<file path="config.mk">
export PLATFORM = sky130hd
export DESIGN_NAME = mmu_access_fault_check
export DESIGN_NICKNAME = d
export VERILOG_FILES = /design/src/design/mmu_access_fault_check.v /design/src/design/perm_decode.v
export VERILOG_INCLUDE_DIRS = /design/src /design/src/design
export SDC_FILE = /design/constraint.sdc
export NUM_CORES = 1
export LEC_CHECK = 0
export ABC_CLOCK_PERIOD_IN_PS = 2000
export BUFFER_PORTS_ARGS = -buffer_cell sky130_fd_sc_hd__buf_2
export CAP_MARGIN = 20
export CELL_PAD_IN_SITES_DETAIL_PLACEMENT = 1
export CELL_PAD_IN_SITES_GLOBAL_PLACEMENT = 2
export CORE_UTILIZATION = 19
export DETAILED_ROUTE_END_ITERATION = 6
export GPL_ROUTABILITY_DRIVEN = 0
export PLACE_DENSITY_LB_ADDON = 0.08
export RECOVER_POWER = 100
export SYNTH_ARGS = -nofsm -noshare
export SYNTH_HDL_FRONTEND = slang
export SYNTH_SLANG_ARGS = --single-unit
</file>
<file path="constraint.sdc">
create_clock -name ref_clk -period 2 [get_ports ref_clk]
set_input_delay 0.1 -clock ref_clk [delete_from_list [all_inputs] [get_ports ref_clk]]
set_output_delay 0.1 -clock ref_clk [all_outputs]
set_load 0.05 [all_outputs]
</file>
<file path="src/design/mmu_fault_regs.vh">
`ifndef MMU_FAULT_REGS_VH
`define MMU_FAULT_REGS_VH
`define DESC_TYPE_FAULT 2'h0
`define DESC_TYPE_COARSE 2'h1
`define DESC_TYPE_SECTION 2'h2
`define L2_TYPE_LARGE 2'h1
`define L2_TYPE_SMALL 2'h2
`define DOM_HI 8
`define DOM_LO 5
`define SEC_AP_HI 11
`define SEC_AP_LO 10
`define CB_HI 3
`define CB_LO 2
`define AP_NONE 2'h0
`define AP_SVC_RW 2'h1
`define AP_USR_RO 2'h2
`define AP_ALL_RW 2'h3
`define DOM_NOACC 2'h0
`define DOM_CLIENT 2'h1
`define DOM_RSVD 2'h2
`define DOM_MANAGER 2'h3
`define SIZE_BYTE 2'h0
`define SIZE_HALF 2'h1
`define SIZE_WORD 2'h2
`define VEC_TOP 32'h0000001F
`define SMALL_QSEL_HI 11
`define SMALL_QSEL_LO 10
`define LARGE_QSEL_HI 15
`define LARGE_QSEL_LO 14
`define FS_TERMINAL 4'h2
`define FS_VECTOR 4'h0
`define FS_ALIGN 4'h1
`define FS_EXT_L1 4'hC
`define FS_EXT_L2 4'hE
`define FS_TRANS_SEC 4'h5
`define FS_TRANS_PAGE 4'h7
`define FS_DOM_SEC 4'h9
`define FS_DOM_PAGE 4'hB
`define FS_PERM_SEC 4'hD
`define FS_PERM_PAGE 4'hF
`define FS_EXT_LINE_SEC 4'h4
`define FS_EXT_LINE_PAGE 4'h6
`define FS_EXT_OTHER_SEC 4'h8
`define FS_EXT_OTHER_PAGE 4'hA
`define DOM_INVALID 4'h0
`define PSW_MODE_BIT 4
`endif

</file>
<file path="src/design/mmu_access_fault_check.v">
// Functional notes
// With both write policies, CB 10 is writethrough and 11 is writeback.
// With one policy, C is cache enable and B is write buffer enable.
// AP 00 depends on system and ROM control bits for read rights.
// AP 01, 10, 11 grant fixed rights regardless of control bits.
// Access not allowed by the selected permission raises a permission fault.
// Sixteen domains, each with a 2-bit field in the domain rights word.
// Domain 00 faults, 01 checks permissions, 11 skips them, 10 reserved.
// Fetch aborts are only flagged; data aborts raise a data abort.
// Fault status and address update only on data aborts.
// Data abort loads fault code, domain and faulting virtual address.
// Only highest cause reported: terminal, vector, alignment first.
// Descriptor fetch external abort: 1100 first level, 1110 second level.
// Descriptor type 00 is translation fault: 0101 section, 0111 page.
// Domain fault 1001 section, 1011 page, below translation.
// Permission fault 1101 section, 1111 sub-page, below domain.
// Linefetch external abort 0100 section, 0110 page, below permission.
// Other external abort lowest: 1000 section, 1010 page.
// Domain invalid for terminal, vector, alignment, L1 external, section translation.
// Vector exception for data access to 0x0..0x1f in 26-bit mode.
// Misaligned word or halfword data access faults before permission checks.
// Descriptor domain selects rights; checked at L1 for sections, L2 pages.
// Page permission picked by quarter: 1kB small, 16kB large.
// First-level type 10 is section, 01 is page table pointer.
// Domain number comes from first-level bits 8:5.
// Second-level descriptors carry four sub-page permission fields in 11:4.
// Undefined permission or domain encodings deterministically fault.
// Detected faults suppress the external memory request in that cycle.
`timescale 1ns/1ps
`include "mmu_fault_regs.vh"
module mmu_access_fault_check (
  // Clock and reset
  input wire ref_clk,
  input wire rst_n,
  // Access from the core
  input wire accessValid,
  input wire [31:0] virtAddr,
  input wire isFetch,
  input wire isWrite,
  input wire isSupervisor,
  input wire [1:0] accessSize,
  input wire isLinefetch,
  // Descriptors
  input wire [31:0] firstDesc,
  input wire firstDescValid,
  input wire [31:0] secondDesc,
  input wire secondDescValid,
  // Abort sources outside this block
  input wire terminalExc,
  input wire extAbortL1,
  input wire extAbortL2,
  input wire extAbortMem,
  // Configuration
  input wire mmuEnable,
  input wire alignCheckEn,
  input wire config_32bit,
  input wire [31:0] program_status_word,
  input wire [31:0] domainRights,
  input wire systemCtrlBit,
  input wire romCtrlBit,
  input wire dualCachePolicy,
  // Page attributes
  output reg cacheEnable,
  output reg bufferEnable,
  output reg writeThrough,
  output reg writeBack,
  // Memory request gating
  output wire memRequest,
  // Abort reporting
  output reg dataAbort,
  output reg prefetchAbortFlag,
  output reg [3:0] fault_code,
  output reg [3:0] faultDomain,
  output reg faultDomainValid,
  output reg [31:0] fault_address_reg,
  output reg [7:0] fault_status_reg
);
  wire isPage;
  wire isSection;
  wire l1Invalid;
  wire l2Invalid;
  wire [3:0] domainNum;
  reg [1:0] domainField;
  reg [1:0] cbBits;
  reg [1:0] quarter;
  reg [1:0] pagePerm;
  wire [1:0] accessPermBits;
  wire permAllowed;
  wire checkReady;
  wire vecFault;
  wire alignFault;
  wire domFault;
  wire permFault;
  reg anyFault;
  reg [3:0] code_nxt;
  reg domValid_nxt;
  reg anyFault_r;

  assign isSection = firstDesc[1:0] == `DESC_TYPE_SECTION;
  assign isPage = firstDesc[1:0] == `DESC_TYPE_COARSE;
  assign l1Invalid = firstDescValid && firstDesc[1:0] == `DESC_TYPE_FAULT;
  assign l2Invalid = isPage && secondDescValid && secondDesc[1:0] == `DESC_TYPE_FAULT;
  assign domainNum = firstDesc[`DOM_HI:`DOM_LO];

  // Sixteen 2-bit fields indexed by the descriptor domain
  always @* begin
    domainField = domainRights[{domainNum, 1'b0} +: 2];
  end

  // Quarter of the page picks the sub-page permission field
  always @* begin
    quarter = (secondDesc[1:0] == `L2_TYPE_LARGE) ?
      virtAddr[`LARGE_QSEL_HI:`LARGE_QSEL_LO] :
      virtAddr[`SMALL_QSEL_HI:`SMALL_QSEL_LO];
    pagePerm = secondDesc[{quarter, 1'b0} + 4'h4 +: 2];
  end

  assign accessPermBits = isSection ? firstDesc[`SEC_AP_HI:`SEC_AP_LO] : pagePerm;

  perm_decode uPerm (
    .accessPermBits(accessPermBits),
    .systemCtrlBit(systemCtrlBit),
    .romCtrlBit(romCtrlBit),
    .isSupervisor(isSupervisor),
    .isWrite(isWrite),
    .allowed(permAllowed)
  );

  // Sections check at first level, pages only once the second level is back
  assign checkReady = firstDescValid && (isSection || (isPage && secondDescValid));

  assign vecFault = config_32bit && !program_status_word[`PSW_MODE_BIT] && !isFetch &&
    virtAddr <= `VEC_TOP;
  assign alignFault = alignCheckEn && !isFetch &&
    ((accessSize == `SIZE_WORD && virtAddr[1:0] != 2'h0) ||
     (accessSize == `SIZE_HALF && virtAddr[0]));
  // Reserved domain value is treated as no access
  assign domFault = checkReady && !l2Invalid &&
    (domainField == `DOM_NOACC || domainField == `DOM_RSVD);
  // Manager skips the check entirely
  assign permFault = checkReady && !l2Invalid && domainField == `DOM_CLIENT &&
    !permAllowed;

  // Priority encoder, highest cause first
  always @* begin
    anyFault = 1'b1;
    code_nxt = `FS_EXT_OTHER_SEC;
    domValid_nxt = 1'b1;
    if (terminalExc) begin
      code_nxt = `FS_TERMINAL;
      domValid_nxt = 1'b0;
    end else if (vecFault) begin
      code_nxt = `FS_VECTOR;
      domValid_nxt = 1'b0;
    end else if (alignFault) begin
      code_nxt = `FS_ALIGN;
      domValid_nxt = 1'b0;
    end else if (!mmuEnable) begin
      // Translation checks are off with the MMU disabled
      anyFault = extAbortMem;
      code_nxt = `FS_EXT_OTHER_SEC;
      domValid_nxt = 1'b0;
    end else if (extAbortL1) begin
      code_nxt = `FS_EXT_L1;
      domValid_nxt = 1'b0;
    end else if (extAbortL2) begin
      code_nxt = `FS_EXT_L2;
    end else if (l1Invalid) begin
      code_nxt = `FS_TRANS_SEC;
      domValid_nxt = 1'b0;
    end else if (l2Invalid) begin
      code_nxt = `FS_TRANS_PAGE;
    end else if (domFault) begin
      code_nxt = isPage ? `FS_DOM_PAGE : `FS_DOM_SEC;
    end else if (permFault) begin
      code_nxt = isPage ? `FS_PERM_PAGE : `FS_PERM_SEC;
    end else if (extAbortMem && isLinefetch) begin
      code_nxt = isPage ? `FS_EXT_LINE_PAGE : `FS_EXT_LINE_SEC;
    end else if (extAbortMem) begin
      code_nxt = isPage ? `FS_EXT_OTHER_PAGE : `FS_EXT_OTHER_SEC;
    end else begin
      anyFault = 1'b0;
      domValid_nxt = 1'b0;
    end
    anyFault = anyFault && accessValid;
  end

  // Combinational so a faulting access never reaches memory
  assign memRequest = accessValid && !anyFault &&
    (!mmuEnable || checkReady) && !extAbortMem;

  // Attribute decode
  always @* begin
    cbBits = isSection ? firstDesc[`CB_HI:`CB_LO] : secondDesc[`CB_HI:`CB_LO];
    cacheEnable = cbBits[1];
    bufferEnable = cbBits[0];
    writeThrough = dualCachePolicy && cbBits == 2'h2;
    writeBack = dualCachePolicy && cbBits == 2'h3;
  end

  always @(posedge ref_clk or negedge rst_n) begin
    if (!rst_n) begin
      dataAbort <= 1'b0;
      prefetchAbortFlag <= 1'b0;
      anyFault_r <= 1'b0;
      fault_code <= `FS_VECTOR;
      faultDomain <= `DOM_INVALID;
      faultDomainValid <= 1'b0;
      fault_address_reg <= 32'h00000000;
      fault_status_reg <= 8'h00;
    end else begin
      anyFault_r <= anyFault;
      dataAbort <= anyFault && !isFetch;
      prefetchAbortFlag <= anyFault && isFetch;
      // Fetch aborts may be branched around, so the records stay put
      if (anyFault && !isFetch) begin
        fault_code <= code_nxt;
        faultDomain <= domainNum;
        faultDomainValid <= domValid_nxt;
        fault_address_reg <= virtAddr;
        fault_status_reg <= {domainNum, code_nxt};
      end
    end
  end
endmodule

</file>
<file path="src/design/perm_decode.v">
`timescale 1ns/1ps
`include "mmu_fault_regs.vh"
module perm_decode (
  // Permission selection
  input wire [1:0] accessPermBits,
  input wire systemCtrlBit,
  input wire romCtrlBit,
  // Access kind
  input wire isSupervisor,
  input wire isWrite,
  // Result
  output reg allowed
);
  always @* begin
    allowed = 1'b0;
    case (accessPermBits)
      `AP_NONE: begin
        // Both control bits set is undefined; deny so the outcome is fixed
        if (systemCtrlBit && !romCtrlBit) begin
          allowed = isSupervisor && !isWrite;
        end else if (romCtrlBit && !systemCtrlBit) begin
          allowed = !isWrite;
        end else begin
          allowed = 1'b0;
        end
      end
      `AP_SVC_RW: allowed = isSupervisor;
      `AP_USR_RO: allowed = isSupervisor || !isWrite;
      `AP_ALL_RW: allowed = 1'b1;
      default: allowed = 1'b0;
    endcase
  end
endmodule

</file>
Yosys cells after proc, flatten, opt, wreduce, memory -nomap -nowiden

Index checks and enable logic that the tools add are counted.
W data, S select, Z words.

Bitwise gates (word level): 0
Shift-type cells: 2
$add $sub $neg: 1
Multipliers: 0
Divide/modulo/power cells: 0
Reduce and logical (&&, ||, !) cells: 47
Order comparisons: 1
Multiplexer cells: 41
Eq/ne operators: 12

Operator list:

| cell                  | count |
|---|---|
| $mux W4               | 11 |
| $le A32 B5 Y1 const B | 1 |
| $shiftx A32 B5 Y2     | 1 |
| $shiftx A32 B6 Y2     | 1 |
| $logic_and A1 B1 Y1   | 27 |
| $mux W1               | 21 |
| $mux W2               | 8 |
| $eq A2 B2 Y1 const B  | 7 |
| $eq A2 B1 Y1 const B  | 5 |
| $logic_not A1 Y1      | 10 |
| $logic_not A2 Y1      | 4 |
| $logic_or A1 B1 Y1    | 5 |
| $add A3 B3 Y4 const B | 1 |
| $pmux W1 S4           | 1 |
| $reduce_bool A2 Y1    | 1 |

Bits in latches: 0
Memory bits (read-only): 0
Bits of input ports: 181
Register bits after elaboration: 51
Memories: 0
Bits in writable memories: 0

Depth between registers and ports, before layout

Depth after elaboration: 24
Gate-level depth with buffers: 9

Modules after synthesis

Synthesis repeated with hierarchy kept, for this count alone.

Cell total of the unflattened synthesis: 214
Area total of the unflattened synthesis: 2522.4 um^2

Modules (own cells, without submodules):

| module                 | times used | cells an instance | area an instance (um^2) |
|---|---|---|---|
| mmu_access_fault_check | 1          | 208               | 2484.9 |
| perm_decode            | 1          | 6                 | 37.5 |

Worst setup path before layout

Ideal clock, no wire load.

Path kind: input to output
Start point: input port secondDesc[0]
End point: output port memRequest
Required time: 1900 ps
Setup slack: -1273 ps
Stages: 8
Arrival: 3173 ps
Path buffers: 0
Path through: nor2b_1 > mux2_2 > nand2b_1 > o211ai_1 > o211ai_1 > a41oi_2 > a21oi_1 > nor4b_1

Cells in the longest elaborated chain, start to end: 24
Elaborated cells on any way between the ends: 33
Those cells by class: add/sub (1); eq/ne (4); shift (1); mux (13); reduce/logical (14)

RTL lines:

| item                                 | RTL line                     | RTL |
|---|---|---|
| start, declared                      | mmu_access_fault_check.v:46  | `input wire [31:0] secondDesc,` |
| $eq A2 B1 Y1 (no line)               | --                           |  |
| $mux W2                              | mmu_access_fault_check.v:112 | `` quarter = (secondDesc[1:0] == `L2_TYPE_LARGE) ? `` |
| $add A3 B3 Y4                        | mmu_access_fault_check.v:115 | `pagePerm = secondDesc[{quarter, 1'b0} + 4'h4 +: 2];` |
| $shiftx A32 B5 Y2                    | mmu_access_fault_check.v:115 |  |
| $mux W2                              | mmu_access_fault_check.v:118 | `` assign accessPermBits = isSection ? firstDesc[`SEC_AP_HI:`SEC_AP_LO] : pagePerm; `` |
| $eq A2 B2 Y1 (tied with other cells) | perm_decode.v:16             | `case (accessPermBits)` |
| $pmux W1 S4                          | perm_decode.v:16             |  |
| $logic_not A1 Y1                     | mmu_access_fault_check.v:142 | `!permAllowed;` |
| [7 not listed]                       | --                           |  |
| $mux W1 *                            | mmu_access_fault_check.v:158 | `end else if (!mmuEnable) begin` |
| $mux W1 *                            | mmu_access_fault_check.v:155 | `end else if (alignFault) begin` |
| $mux W1 *                            | mmu_access_fault_check.v:152 | `end else if (vecFault) begin` |
| $mux W1 *                            | mmu_access_fault_check.v:149 | `if (terminalExc) begin` |
| $logic_and A1 B1 Y1 *                | mmu_access_fault_check.v:185 | `anyFault = anyFault && accessValid;` |
| $logic_not A1 Y1 *                   | mmu_access_fault_check.v:189 | `assign memRequest = accessValid && !anyFault &&` |
| $logic_and A1 B1 Y1 * (2 in series)  | mmu_access_fault_check.v:189 |  |
| $logic_and A1 B1 Y1 *                | mmu_access_fault_check.v:190 | `(!mmuEnable \|\| checkReady) && !extAbortMem;` |
| end, declared                        | mmu_access_fault_check.v:68  | `output wire memRequest,` |

Mark *: on every way between the ends. The rest lies on a longest branch, timed or not.

Worst setup path after layout

Start point: input port firstDesc[5]
End point: register fault_address_reg[31]

Cells in the longest elaborated chain, start to end: 16
Elaborated cells on any way between the ends: 20
Those cells by class: eq/ne (2); shift (1); mux (10); reduce/logical (7)

RTL lines:

| item                          | RTL line                     | RTL |
|---|---|---|
| start, declared               | mmu_access_fault_check.v:44  | `input wire [31:0] firstDesc,` |
| $shiftx A32 B6 Y2 *           | mmu_access_fault_check.v:107 | `domainField = domainRights[{domainNum, 1'b0} +: 2];` |
| $eq A2 B1 Y1 (no line)        | --                           |  |
| $logic_and A1 B1 Y1 (no line) | --                           |  |
| $logic_and A1 B1 Y1           | mmu_access_fault_check.v:141 | `` assign permFault = checkReady && !l2Invalid && domainField == `DOM_CLIENT && `` |
| $mux W1                       | mmu_access_fault_check.v:175 | `end else if (permFault) begin` |
| $mux W1 *                     | mmu_access_fault_check.v:173 | `end else if (domFault) begin` |
| $mux W1 *                     | mmu_access_fault_check.v:171 | `end else if (l2Invalid) begin` |
| $mux W1 *                     | mmu_access_fault_check.v:168 | `end else if (l1Invalid) begin` |
| $mux W1 *                     | mmu_access_fault_check.v:166 | `end else if (extAbortL2) begin` |
| $mux W1 *                     | mmu_access_fault_check.v:163 | `end else if (extAbortL1) begin` |
| $mux W1 *                     | mmu_access_fault_check.v:158 |  |
| $mux W1 *                     | mmu_access_fault_check.v:155 |  |
| $mux W1 *                     | mmu_access_fault_check.v:152 |  |
| $mux W1 *                     | mmu_access_fault_check.v:149 |  |
| $logic_and A1 B1 Y1 *         | mmu_access_fault_check.v:185 |  |
| $logic_and A1 B1 Y1 *         | mmu_access_fault_check.v:216 | `if (anyFault && !isFetch) begin` |
| end signal, assigned          | mmu_access_fault_check.v:220 | `fault_address_reg <= virtAddr;` |
| end, declared                 | mmu_access_fault_check.v:75  | `output reg [31:0] fault_address_reg,` |

Marked as above.
A chain may end at the register's enable or synchronous reset.

==> key figures <==
Status
  • Status: complete, but fails checks
  • Failing checks: setup timing

CTS
  • Cts bufs inserted: 5
  • Clock Path Buffers: 2
  • Clk slew on worst S/H paths: 0.07 ns
  • CTS tree: built
  • H-Tree Level Count: 2
  • Worst-Skew Late Latency: 0.28 ns
  • Root Driver: clkbuf_16
  • CTS sink count: 43

Placed design
  • Placed insts: 604
  • DP Wirelength: 7740 um
  • PortBufs: 163

Yosys
  • Register area share after synthesis: 42.0%
  • Synth Warn #: 0
  • Main flop type after synthesis: dfrtp_1
  • Cell variety after synth: 37
  • Number of flops mapped to enable cells by yosys: 0
  • Synthesized cell area: 2560 sq um
  • Share of flip-flops with an asynchronous set or reset: 100%
  • Flops & latches, synth: 43
  • Mean Syn Cell Area: 11.5 sq um
  • Cells after synthesis: 223
  • Syn Nets: 404

STA
  • Sum of negative setup slack: -11.17 ns
  • Skew final: 0 ns
  • Worst slew pin tran: 0.859 ns
  • Final Hold Vio Count: 0
  • Max-slew violation count: 0
  • Setup ws final: -0.314 ns
  • Final setup vio count: 42
  • Max_slew headroom: 42.8%
  • Fmax: 432 MHz
  • Tcrit/Tclk final: 116%
  • Final worst path period need: 2.31 ns
  • RSZ-0062 raised after global routing: true

Power
  • Maximum VDD drop: 0.000373 V
  • P_leak: 2.08 nW
  • P per Cell Area: 813 nW/um^2

Global routing
  • Tot GR Track Use: 14.3%
  • Global-route wire length before repair: 15800 um
  • Initial antenna violation count: 1
  • Largest net degree at the start of global routing: 34
  • Remaining Overflow, GRT: 0
  • Vias in the first global route: 2961

Worst hold path
  • Worst Hold Class: in -> reg

Floorplan
  • Die Wd: 118 um
  • Starting Density: 19.4%
  • Rows: 42
  • Number of top-level pins: 237
  • Die area: 14000 sq um
  • Die Y: 118 um
  • Core area: 13200 sq um

Setup path
  • Worst path arrival time: 2.48 ns
  • Largest stage delay, worst path: 0.52 ns
  • Slowest CP cell: mux4_2
  • Worst setup path class: in -> reg
  • Crit-path cells: buf_12 > mux4_2 > mux4_2 > nor2_4 > a41oi_4 > a211oi_4 > buf_6 > buf_12 > buf_16 > mux2_4
  • CP startpoint kind: primary input
  • Element type at the critical path end: flip-flop
  • Req. time, crit path: 2.16 ns
  • CP max FO: 5

Drt
  • DRC viols: 0
  • Post-Route WL: 9670 um
  • DR WL/cell: 15.5 um
  • DRT Pass-1 Iters: 5
  • Drt initial violations: 77
  • Vias per cell: 4.34
  • Final ANT Viol Nets: 0
  • Total number of vias: 2706

Finish
  • Nets: 628
  • Antenna Cells: 0
  • Layout fillers: 1540
  • Ratio of cells with drive above 1 in the final layout: 53.1%
  • P&R area growth vs syn: 76.2%
  • Max reg flops: 32
  • Post-Layout Cell Count: 624

Run
  • Max-cap violations: 0
critical path: cells and delay by family:
kind / cells / cell delay, ns
buf+inv: 4 / 0.51
compound gates: 2 / 0.43
simple gates: 1 / 0.13
mux: 3 / 1.29
layout by cell type, fill, tap and decap left out, drive strengths merged, types with 2 or more instances in the layout:
master	n
inv	5
a31oi	4
buf	172
nor4	7
nand2	17
nor3	3
nand2b	10
nor4b	3
and3	2
dfrtp	43
nand4	5
nand3	2
nor3b	2
a21oi	9
mux2	42
a2111oi	2
o21ai	5
a211oi	3
nor2b	5
bufinv	2
nor2	15
o211ai	5
mux4	10
clkbuf	63
routing by layer:
layer	up-vias	global-route usage (%)	routed length, um
li1	1278	-	-
met1	1331	19.1	4450
met2	88	23.7	4660
met3	7	3.52	524
met4	2	1.68	26
met5	-	0	17
Yosys cell counts (4+ instances only):
library cell / instances / area, sq um
nor2_1: 14 / 52.6
nor4_1: 7 / 43.8
mux4_2: 10 / 225
o211ai_1: 5 / 37.5
o21ai_0: 5 / 25.0
mux2_2: 4 / 45.0
nor2b_1: 5 / 31.3
buf_6: 4 / 45.0
dfrtp_1: 43 / 1080
nand2_1: 17 / 63.8
nand4_1: 5 / 31.3
a31oi_1: 4 / 25.0
inv_1: 5 / 18.8
mux2_1: 38 / 428
a21oi_1: 9 / 45.0
buf_4: 9 / 67.6
nand2b_1: 10 / 62.6
report_power, final:
group	internal, mW	switching [mW]	leakage [nW]	total, mW
combinational	0.532	0.976	1.47	1.51
sequential	1.01	0.0927	0.515	1.11
clock	0.717	0.340	0.0911	1.06
total	2.26	1.41	2.08	3.67
repair_timing:
action | 4_1_cts | 5_1_grt
pin swaps | 11 | 3
endpoints found under the setup margin | 43 | 43
hold buffers | 1 | 0
setup buffers | 8 | 1
resized for setup | 68 | 3
gates cloned | 4 | 0
hold endpoints to repair | 32 | 0
final cells by class:
type,count,area (sq um),area share (%)
multi-input combinational,162,1580,35.0
sequential,43,1080,23.8
tap,176,220,4.88
timing repair buffer,230,1430,31.7
inverter,5,18.8,0.416
clock buffer,6,129,2.85
clock inverter,2,60.1,1.33
through the flow:
stage / setup slack, ns / utilization (%) / total power, mW / hold WS (ns) / instance area, sq um
global route: -0.421 / 34.2 / 3.84 / 0.0291 / 4520
detailed placement: -0.860 / 30.0 / 2.50 / 0.223 / 3960
floorplan: -0.553 / - / 2.04 / -0.196 / 2610
finish: -0.314 / 34.2 / 3.67 / 0.0253 / 4520
global placement: -0.813 / 30.0 / 2.49 / 0.219 / 3960
CTS: -0.326 / 34.7 / 3.76 / 0.0261 / 4580
cell families after synthesis:
group	count (synthesis)	synth area share (%)
and+or+nand+nor	76	16.0
muxes	53	27.6
DFF	43	42.0
AOI/OAI and AO/OA	32	8.93
buffers and inverters	18	5.12
xor gates and xnor gates	1	0.342
final timing paths:
path                                                           to                              from  slack (ns)  depth (start not counted)
worst max-delay path            fault_address_reg[31]$_DFFE_PN0P_                      firstDesc[5]       -0.31                         10
worst min-delay path             fault_address_reg[4]$_DFFE_PN0P_                       virtAddr[4]        0.03                          2
worst max register to register          fault_code[1]$_DFFE_PN0P_         fault_code[1]$_DFFE_PN0P_        1.18                          1
worst min register to register   fault_address_reg[7]$_DFFE_PN0P_  fault_address_reg[7]$_DFFE_PN0P_        0.49                          1
max in group asynchronous               fault_code[1]$_DFFE_PN0P_                             rst_n        0.55                          3
min in group asynchronous        fault_address_reg[4]$_DFFE_PN0P_                             rst_n        0.46                          2
No activity file was read; power rests on OpenSTA's default activity.
